==> src/include/dac_cmd_pkg.sv <==
// shared constants for the four-channel dac command logic
// assumes a two-wire serial bus sampled by a 100 mhz system clock
package dac_cmd_pkg;

   // ----------------------------------------------------------------
   // frame layout
   // ----------------------------------------------------------------
   localparam int FRAME_BITS      = 24;
   localparam int CMD_MSB         = 23;
   localparam int CMD_LSB         = 20;
   localparam int CHAN_SEL_LSB    = 16;
   localparam int DATA_MSB        = 15;
   localparam int MASK_LSB        = 0;
   localparam int REF_BIT         = 0;
   localparam int DAC_WIDTH       = 10;
   localparam int CHANNELS        = 4;

   // ----------------------------------------------------------------
   // command codes
   // ----------------------------------------------------------------
   localparam logic [3:0] CMD_WRITE_INPUT  = 4'h1;
   localparam logic [3:0] CMD_UPDATE_DAC   = 4'h2;
   localparam logic [3:0] CMD_WRITE_UPDATE = 4'h3;
   localparam logic [3:0] CMD_STROBE_MASK  = 4'h5;
   localparam logic [3:0] CMD_SOFT_RESET   = 4'h6;
   localparam logic [3:0] CMD_REF_SETUP    = 4'h7;

   // ----------------------------------------------------------------
   // reset values and timing
   // ----------------------------------------------------------------
   localparam logic       REF_DISABLE_RESET = 1'h0;
   localparam logic [3:0] MASK_RESET        = 4'h0;
   localparam logic [6:0] BUS_ADDRESS       = 7'h0c; // arbitrary value
   localparam int         POWER_UP_CYCLES   = 3;

   typedef enum logic [2:0] {
      st_idle,
      st_addr,
      st_addr_ack,
      st_data,
      st_data_ack,
      st_skip
   } bus_state_type;

endpackage

==> src/verilog/level_sync.sv <==
// two flip-flop synchroniser for one level from outside the clock domain
// assumes clock is the system clock; first stage feeds only the second
`timescale 1ns/1ns
module level_sync (
   input  wire logic clock,
   input  wire logic async_in,
   output logic      sync_out
);
   logic stage_one;
   logic next_stage_one;
   logic next_sync_out;

   always_comb begin
      next_stage_one = async_in;
      next_sync_out  = stage_one;
   end

   always_ff @(posedge clock) begin
      stage_one <= next_stage_one;
      sync_out  <= next_sync_out;
   end
endmodule // level_sync

==> src/verilog/dac_channel_registers.sv <==
// input register and dac register of one channel
// assumes control strobes are one-cycle pulses on the system clock
`timescale 1ns/1ns
module dac_channel_registers #(
   parameter int WIDTH = 10
) (
   input  wire logic             clock,
   input  wire logic             srst,
   input  wire logic             preset,
   input  wire logic [WIDTH-1:0] preset_code,
   input  wire logic             write_input,
   input  wire logic             load_dac_data,
   input  wire logic             copy_input,
   input  wire logic [WIDTH-1:0] data,
   output logic      [WIDTH-1:0] input_value,
   output logic      [WIDTH-1:0] dac_value
);
   logic [WIDTH-1:0] next_input_value;
   logic [WIDTH-1:0] next_dac_value;

   if (WIDTH < 1 || WIDTH > 16) begin : width_check
      $error("dac_channel_registers: WIDTH must be 1 to 16");
   end

   always_comb begin
      next_input_value = input_value;
      next_dac_value   = dac_value;
      if (preset) begin
         next_input_value = preset_code;
         next_dac_value   = preset_code;
      end else begin
         if (write_input) begin
            next_input_value = data;
         end
         if (load_dac_data) begin
            next_dac_value = data;
         end else if (copy_input) begin
            next_dac_value = input_value;
         end
      end
   end

   always_ff @(posedge clock) begin
      if (srst) begin
         input_value <= '0;
         dac_value   <= '0;
      end else begin
         input_value <= next_input_value;
         dac_value   <= next_dac_value;
      end
   end
endmodule // dac_channel_registers

==> src/verilog/dac_command_logic.sv <==
// command decode and register update control of a four-channel dac
// assumes two-wire bus pins, load strobe and level select come from
// outside the clock domain; clock is 100 mhz, srst synchronous
//
// Functional notes
// - select low: outputs power up zero
// - select high: outputs power up midscale
// - hold power-on level until valid write
// - 0001 writes input; dac if strobe low
// - 0010 copies input to dac register
// - 0011 writes input and dac registers
// - strobe falling edge updates unmasked channels
// - strobe held low ignores mask bits
// - internal reference enabled after power-up
// - 0111 loads reference off bit DB0
// - two-wire bus: clock and data
// - four-bit mask, one blocks strobe, reset zero
// - strobe low: update at last bit
// - 0110 restores power-on code
`timescale 1ns/1ns
module dac_command_logic
#(
   parameter logic [6:0] DEVICE_ADDRESS = dac_cmd_pkg::BUS_ADDRESS
) (
   input  wire logic                            clock,
   input  wire logic                            srst,
   input  wire logic                            scl,
   input  wire logic                            sda_in,
   output logic                                 sda_out,
   output logic                                 sda_oe,
   input  wire logic                            load_strobe_n,
   input  wire logic                            power_on_level_select,
   output logic [dac_cmd_pkg::DAC_WIDTH-1:0]    dac_code_a,
   output logic [dac_cmd_pkg::DAC_WIDTH-1:0]    dac_code_b,
   output logic [dac_cmd_pkg::DAC_WIDTH-1:0]    dac_code_c,
   output logic [dac_cmd_pkg::DAC_WIDTH-1:0]    dac_code_d,
   output logic                                 reference_disable_setting
);
   import dac_cmd_pkg::*;

   // ----------------------------------------------------------------
   // pin synchronisers and edge detection
   // ----------------------------------------------------------------
   logic scl_s;
   logic sda_s;
   logic strobe_s;
   logic select_s;
   logic scl_q;
   logic sda_q;
   logic strobe_q;

   level_sync scl_sync (.clock(clock), .async_in(scl),
                        .sync_out(scl_s));
   level_sync sda_sync (.clock(clock), .async_in(sda_in), .sync_out(sda_s));
   level_sync strobe_sync (.clock(clock), .async_in(load_strobe_n),
                           .sync_out(strobe_s));
   level_sync select_sync (.clock(clock), .async_in(power_on_level_select),
                           .sync_out(select_s));

   always_ff @(posedge clock) begin
      scl_q    <= scl_s;
      sda_q    <= sda_s;
      strobe_q <= strobe_s;
   end

   logic scl_rise;
   logic scl_fall;
   logic start_cond;
   logic stop_cond;
   assign scl_rise   = scl_s & ~scl_q;
   assign scl_fall   = ~scl_s & scl_q;
   assign start_cond = scl_s & scl_q & sda_q & ~sda_s;
   assign stop_cond  = scl_s & scl_q & ~sda_q & sda_s;

   // ----------------------------------------------------------------
   // power-on sequencing
   // ----------------------------------------------------------------
   logic [1:0] power_up_count;
   logic [1:0] next_power_up_count;
   logic       initializing;
   logic       power_up_preset;

   assign initializing    = power_up_count != 2'(POWER_UP_CYCLES);
   assign power_up_preset = power_up_count == 2'(POWER_UP_CYCLES - 1);

   always_comb begin
      next_power_up_count = power_up_count;
      if (initializing) begin
         next_power_up_count = power_up_count + 2'h1;
      end
   end

   always_ff @(posedge clock) begin
      if (srst) begin
         power_up_count <= 2'h0;
      end else begin
         power_up_count <= next_power_up_count;
      end
   end

   // ----------------------------------------------------------------
   // serial bus receiver
   // ----------------------------------------------------------------
   bus_state_type state;
   bus_state_type next_state;
   logic [3:0]    bit_count;
   logic [3:0]    next_bit_count;
   logic [1:0]    byte_count;
   logic [1:0]    next_byte_count;
   logic [7:0]    shift;
   logic [7:0]    next_shift;
   logic [15:0]   frame_head;
   logic [15:0]   next_frame_head;
   logic          next_sda_oe;
   logic          exec;
   logic [23:0]   exec_frame;

   // frame complete on the rising clock of its 24th bit
   assign exec = state == st_data && scl_rise && bit_count == 4'h7 &&
                 byte_count == 2'h2 && !initializing;
   assign exec_frame = {frame_head, shift[6:0], sda_s};

   always_comb begin
      next_state      = state;
      next_bit_count  = bit_count;
      next_byte_count = byte_count;
      next_shift      = shift;
      next_frame_head = frame_head;
      next_sda_oe     = sda_oe;
      if (start_cond) begin
         next_state      = st_addr;
         next_bit_count  = 4'h0;
         next_byte_count = 2'h0;
         next_sda_oe     = 1'b0;
      end else if (stop_cond) begin
         next_state  = st_idle;
         next_sda_oe = 1'b0;
      end else begin
         case (state)
            st_addr, st_data: begin
               if (scl_rise && bit_count < 4'h8) begin
                  next_shift     = {shift[6:0], sda_s};
                  next_bit_count = bit_count + 4'h1;
               end else if (scl_fall && bit_count == 4'h8) begin
                  if (state == st_data) begin
                     next_state  = st_data_ack;
                     next_sda_oe = 1'b1;
                     if (byte_count == 2'h0) begin
                        next_frame_head[15:8] = shift;
                     end else if (byte_count == 2'h1) begin
                        next_frame_head[7:0] = shift;
                     end
                     next_byte_count = byte_count == 2'h2 ? 2'h0
                                                          : byte_count + 2'h1;
                  end else if (shift == {DEVICE_ADDRESS, 1'b0}) begin
                     next_state  = st_addr_ack;
                     next_sda_oe = 1'b1;
                  end else begin
                     next_state = st_skip;
                  end
               end
            end
            st_addr_ack, st_data_ack: begin
               if (scl_fall) begin
                  next_state     = st_data;
                  next_bit_count = 4'h0;
                  next_sda_oe    = 1'b0;
               end
            end
            default: begin
               next_state = state;
            end
         endcase
      end
   end

   always_ff @(posedge clock) begin
      if (srst) begin
         state      <= st_idle;
         bit_count  <= 4'h0;
         byte_count <= 2'h0;
         shift      <= 8'h00;
         frame_head <= 16'h0000;
         sda_oe     <= 1'b0;
         sda_out    <= 1'b0;
      end else begin
         state      <= next_state;
         bit_count  <= next_bit_count;
         byte_count <= next_byte_count;
         shift      <= next_shift;
         frame_head <= next_frame_head;
         sda_oe     <= next_sda_oe;
         sda_out    <= 1'b0;
      end
   end

   // ----------------------------------------------------------------
   // command decode
   // ----------------------------------------------------------------
   logic [3:0]           command_code_field;
   logic [3:0]           chan_hit;
   logic [DAC_WIDTH-1:0] exec_data;
   logic                 strobe_fall;
   logic                 soft_reset;
   logic                 preset;
   logic [DAC_WIDTH-1:0] preset_code;
   logic [3:0]           strobe_mask;
   logic [3:0]           next_strobe_mask;
   logic                 next_reference_disable_setting;

   assign command_code_field = exec_frame[CMD_MSB:CMD_LSB];
   assign chan_hit    = exec_frame[CHAN_SEL_LSB +: CHANNELS];
   assign exec_data   = exec_frame[DATA_MSB -: DAC_WIDTH];
   assign strobe_fall = strobe_q & ~strobe_s & ~initializing;
   assign soft_reset  = exec && command_code_field == CMD_SOFT_RESET;
   assign preset      = power_up_preset | soft_reset;
   assign preset_code = select_s ? {1'b1, {(DAC_WIDTH-1){1'b0}}}
                                 : {DAC_WIDTH{1'b0}};

   always_comb begin
      next_strobe_mask               = strobe_mask;
      next_reference_disable_setting = reference_disable_setting;
      if (exec && command_code_field == CMD_STROBE_MASK) begin
         next_strobe_mask = exec_frame[MASK_LSB +: CHANNELS];
      end
      if (exec && command_code_field == CMD_REF_SETUP) begin
         next_reference_disable_setting = exec_frame[REF_BIT];
      end
   end

   always_ff @(posedge clock) begin
      if (srst) begin
         strobe_mask               <= MASK_RESET;
         reference_disable_setting <= REF_DISABLE_RESET;
      end else begin
         strobe_mask               <= next_strobe_mask;
         reference_disable_setting <= next_reference_disable_setting;
      end
   end

   // ----------------------------------------------------------------
   // channel registers
   // ----------------------------------------------------------------
   logic [DAC_WIDTH-1:0] input_value [CHANNELS];
   logic [DAC_WIDTH-1:0] dac_value   [CHANNELS];

   for (genvar i = 0; i < CHANNELS; i++) begin : chan
      logic write_input;
      logic load_dac_data;
      logic copy_input;
      assign write_input = exec && chan_hit[i] &&
         (command_code_field == CMD_WRITE_INPUT ||
          command_code_field == CMD_WRITE_UPDATE);
      assign load_dac_data = exec && chan_hit[i] &&
         (command_code_field == CMD_WRITE_UPDATE ||
          (command_code_field == CMD_WRITE_INPUT && !strobe_s));
      assign copy_input = (exec && chan_hit[i] &&
         command_code_field == CMD_UPDATE_DAC) ||
         (strobe_fall && !strobe_mask[i]);
      dac_channel_registers #(.WIDTH(DAC_WIDTH)) regs (
         .clock        (clock),
         .srst         (srst),
         .preset       (preset),
         .preset_code  (preset_code),
         .write_input  (write_input),
         .load_dac_data(load_dac_data),
         .copy_input   (copy_input),
         .data         (exec_data),
         .input_value  (input_value[i]),
         .dac_value    (dac_value[i])
      );
   end

   assign dac_code_a = dac_value[0];
   assign dac_code_b = dac_value[1];
   assign dac_code_c = dac_value[2];
   assign dac_code_d = dac_value[3];

   // ----------------------------------------------------------------
   // checks
   // ----------------------------------------------------------------
   logic a_write_input;
   logic a_update;
   logic a_write_both;
   assign a_write_input = exec && chan_hit[0] &&
                          command_code_field == CMD_WRITE_INPUT;
   assign a_update      = exec && chan_hit[0] &&
                          command_code_field == CMD_UPDATE_DAC;
   assign a_write_both  = exec && chan_hit[0] &&
                          command_code_field == CMD_WRITE_UPDATE;

   AST_POWER_UP_ZERO: assert property (@(posedge clock)
      disable iff (srst) power_up_preset && !select_s |=>
      dac_code_a == '0 && dac_code_d == '0)
      else $error("zero-scale power-up code missing");
   AST_POWER_UP_MID: assert property (@(posedge clock) disable iff (srst)
      power_up_preset && select_s |=> dac_code_b[DAC_WIDTH-1] &&
      dac_code_b[DAC_WIDTH-2:0] == '0)
      else $error("midscale power-up code missing");
   AST_HOLD_LEVEL: assert property (@(posedge clock) disable iff (srst)
      !initializing && !exec && !strobe_fall |=> $stable(dac_code_a))
      else $error("output moved without a write or strobe");
   AST_INPUT_ONLY: assert property (@(posedge clock) disable iff (srst)
      a_write_input && strobe_s |=> $stable(dac_code_a) &&
      input_value[0] == $past(exec_data))
      else $error("strobe-high input write changed dac register");
   AST_INSTANT: assert property (@(posedge clock) disable iff (srst)
      a_write_input && !strobe_s |=> dac_code_a == $past(exec_data) &&
      input_value[0] == $past(exec_data))
      else $error("strobe-low write did not update both registers");
   AST_COPY: assert property (@(posedge clock) disable iff (srst)
      a_update |=> dac_code_a == $past(input_value[0]) &&
      $stable(input_value[0]))
      else $error("update command did not copy input register");
   AST_WRITE_BOTH: assert property (@(posedge clock) disable iff (srst)
      a_write_both |=> dac_code_a == $past(exec_data) &&
      input_value[0] == $past(exec_data))
      else $error("write-update did not load both registers");
   AST_STROBE_COPY: assert property (@(posedge clock) disable iff (srst)
      strobe_fall && !strobe_mask[0] && !exec |=>
      dac_code_a == $past(input_value[0]))
      else $error("strobe edge did not update unmasked channel");
   AST_MASKED: assert property (@(posedge clock) disable iff (srst)
      strobe_fall && strobe_mask[0] && !exec |=> $stable(dac_code_a))
      else $error("masked channel followed the strobe");
   AST_REF_DEFAULT: assert property (@(posedge clock)
      $past(srst) && !srst |-> !reference_disable_setting)
      else $error("reference not enabled after reset");
   AST_REF_SET: assert property (@(posedge clock) disable iff (srst)
      exec && command_code_field == CMD_REF_SETUP |=>
      reference_disable_setting == $past(exec_frame[REF_BIT]))
      else $error("reference setting not loaded from DB0");
   AST_FULL_FRAME: assert property (@(posedge clock) disable iff (srst)
      exec |-> state == st_data && byte_count == 2'h2 && bit_count == 4'h7)
      else $error("command acted on before frame complete");
   AST_SOFT_RESET: assert property (@(posedge clock) disable iff (srst)
      soft_reset |=> dac_code_c == $past(preset_code))
      else $error("software reset did not restore power-on code");
endmodule // dac_command_logic

==> config.mk <==
export PLATFORM = sky130hd
export DESIGN_NAME = dac_command_logic
export DESIGN_NICKNAME = d
export VERILOG_FILES = /design/src/include/dac_cmd_pkg.sv /design/src/verilog/level_sync.sv /design/src/verilog/dac_channel_registers.sv /design/src/verilog/dac_command_logic.sv
export SDC_FILE = /design/constraint.sdc
export NUM_CORES = 1
export LEC_CHECK = 0
export ABC_AREA = 1
export BUFFER_PORTS_ARGS = -buffer_cell sky130_fd_sc_hd__buf_2
export CAP_MARGIN = 20
export CORE_MARGIN = 2
export CORE_UTILIZATION = 35
export CTS_CLUSTER_DIAMETER = 30
export DETAILED_ROUTE_END_ITERATION = 7
export PLACE_DENSITY = 0.54
export REMOVE_ABC_BUFFERS = 1
export SLEW_MARGIN = 30
export SYNTH_ARGS = -nofsm -noshare
export SYNTH_HDL_FRONTEND = slang
export SYNTH_SLANG_ARGS = --single-unit
==> constraint.sdc <==
create_clock -name clock -period 1.89 [get_ports clock]
set_input_delay 0.0945 -clock clock [delete_from_list [all_inputs] [get_ports clock]]
set_output_delay 0.0945 -clock clock [all_outputs]
set_load 0.02 [all_outputs]
==> results.py <==
metrics = {
    "placed_design": {
        "dp_slack_ns": -0.04056,
        "dp_hpwl_um": 10330,
        "io_buffer_count": 47,
        "globalplace.congestion": 0.8059,
        "dp.cells": 1047,
        "placed_area_sq_um": 6452,
    },
    "critical_path": {
        "critPathSlowestCell": "dfxtp_2",
        "cpMostUsedCell": "nor2_4",
        "end_kind": "flip-flop",
        "max_stage_delay_ns": 0.36,
        "cp_data_required_time_ns": 2.24,
        "cp_max_fo": 7,
        "r2r_cells": 11,
        "worst_setup_path_start_kind": "flip-flop",
        "cp_cell_sequence": "ha_4 > nand2_4 > buf_6 > nor2_4 > nand2_2 > nor2_4 > buf_12 > nand2_2 > nor2_4 > nand2_1 > a21oi_2",
        "path_class": "flip-flop to flip-flop",
        "cp.arrival_ns": 2.20,
    },
    "timing": {
        "rsz0062_at_grt": "true",
        "skew_ns": 0.007642,
        "finalWorstSetupSlack_ns": 0.04144,
        "min_period_ns": 1.849,
        "tightest_slew_ns": 0.5253,
        "hold_viol": 0,
        "max_freq_ghz": 0.5410,
        "timing.final.crit_share": 0.9781,
        "tns_ns": 0,
        "maxSlewHeadroom": 0.6493,
        "finalSetupViolations": 0,
        "hold_ws_ns": 0.1450,
        "slew_violations": 0,
    },
    "route": {
        "ant_nets": 0,
        "vias": 5451,
        "drtPass1Iterations": 5,
        "drc_errors": 0,
        "routed_wl_um": 17100,
        "wl_per_cell_um": 15.42,
        "drtIter0Drc": 473,
        "avgViaCountPerCell": 4.915,
    },
    "global_routing": {
        "grt_max_degree": 92,
        "antenna_found_initial": 0,
        "grt_pass1_vias": 4865,
        "grt_pass1_wl_um": 25220,
        "grt.total_usage": 0.1835,
        "gr-total-overflow": 0,
    },
    "synth": {
        "netlist_instances": 762,
        "synth_area_per_cell_sq_um": 7.471,
        "netlist_area_sq_um": 5693,
        "ys_seq_elements": 132,
        "synth_area_leader_cell": "dfxtp_1",
        "ys_warn_count": 0,
        "ys.flop_type": "dfxtp_1",
        "ys_async_sr_fraction": 0,
        "ys_seq_area_frac": 0.4642,
        "synth_top_area_frac": 0.4642,
        "synth_edf_count": 0,
        "yosysMostFrequentCell": "nand2_1",
        "synth_common_cells": "nand2_1, dfxtp_1, a21oi_1, nor2_1, inv_1",
        "ys_top_cells_by_area": "dfxtp_1, nand2_1, a21oi_1",
        "synth_cell_type_count": 35,
    },
    "power": {
        "powerDensity_nw_per_um2": 925.2,
        "power_mw": 7.140,
        "peakVddDrop_uv": 728.3,
        "power.leakage_nw": 2.873,
    },
    "die": {
        "io_pins": 49,
        "die_area_sq_um": 17300,
        "start_util": 0.3584,
        "die_h_um": 131.5,
        "row_count": 46,
        "core_sq_um": 15890,
        "die_w_um": 131.5,
    },
    "finish": {
        "fin_nets": 890,
        "final_area_sq_um": 7717,
        "syn_to_final_growth_pct": 35.56,
        "finalCoreUtilization": 0.4858,
        "diodes": 0,
        "drive_above_1_share": 0.2956,
        "final_cells": 1109,
    },
    "clocking": {
        "clk_pin_slew_ns": 0.06,
        "h-tree-depth": 4,
        "cts_tree": "yes",
        "cts_sinks": 132,
        "clock_latency_ns": 0.42,
        "clockBufferDepth": 2,
        "cts_made_buffers": 17,
        "cts_root_buffer": "clkbuf_16",
    },
    "hold_path": {
        "hold_class": "input pin to flip-flop",
        "worstHoldPathCells": 4,
    },
    "status": {
        "outcome": "complete, no violations",
    },
    "flow_run": {
        "maxCapViolations": 0,
    },
}
## cell usage in the layout, fill, tap and decap left out, types with 16 or more instances in the layout
cell type and count:
nand2_1 215, dfxtp_1 127, a21oi_1 73, inv_1 50, buf_4 49, nor2_1 48, buf_2 47, o21ai_1 30
nand3_1 24, a21oi_2 24, o21ai_0 21, nor2_4 20, nand2_2 18, clkbuf_16 18, a211oi_1 16
## worst paths after layout
check | startpoint | endpoint | slack (ns)
worst max-delay path | power_up_count[1]$_SDFFE_PP0P_ | chan[0].regs.input_value[2]$_SDFFE_PP0P_ | 0.04
worst min-delay path | srst | state[0]$_SDFFE_PP0P_ | 0.15
worst max register to register | power_up_count[1]$_SDFFE_PP0P_ | chan[0].regs.input_value[2]$_SDFFE_PP0P_ | 0.04
worst min register to register | scl_sync.next_sync_out$_DFF_P_ | scl_sync.sync_out$_DFF_P_ | 0.32
## critical path: cells and delay by family (launching register included)
kind            cells  cell delay [ns]
simple gates        7             0.80
flops               1             0.36
fa+ha+maj           1             0.16
buf+inv             2             0.31
compound gates      1             0.16
## registers in the layout (all words and copies together), names as in the netlist, 2 cells and up
| signal | count |
|---|---|
| strobe_mask | 4 |
| bit_count | 4 |
| chan.regs.dac_value | 40 |
| power_up_count | 2 |
| state | 3 |
| chan.regs.input_value | 40 |
| frame_head | 16 |
| byte_count | 2 |
| shift | 8 |
## where the power goes
part	switching [mW]	internal [mW]
Combinational	0.407	0.224
Clock	1.22	2.42
Sequential	0.0369	2.84
## what timing repair did
item,in CTS,in global routing
hold endpoints to repair,4,0
hold buffers,4,0
endpoints found under the setup margin,54,90
resized for setup,6,92
cloned,0,15
pin swaps,1,23
buffers inserted,1,10
## area by class of cell
type,count,area (sq um)
well taps,216,270.3
clock buffers,24,511.7
repair inverters,1,7.507
clock inverters,8,143.9
repair buffers,109,802.0
multi-input cells,558,3102
inverters,61,231.5
flip-flops and latches,132,2649
fillers,1613,8168
## metal layers
layer  global-route usage  vias to the layer above  part of all wire
met4              0.07669                        0             0.029
met3              0.03781                       36             0.041
li1                     -                     2768                 -
met5                    0                        -                 0
met1               0.2284                     2505              0.45
met2               0.3083                      142              0.48
## cells by family (layout without fill, tap and decap cells)
family / count (synthesis) / after routing / share of synthesized area
flops: 132 / 132 / 0.4642
other cells: 1 / 1 / 0.0006587
compound gates: 180 / 181 / 0.1822
fa+ha+maj: 4 / 4 / 0.008792
simple gates: 361 / 372 / 0.2800
buf+inv: 84 / 203 / 0.06417
Note: power is estimated with default switching activity, not from simulation.
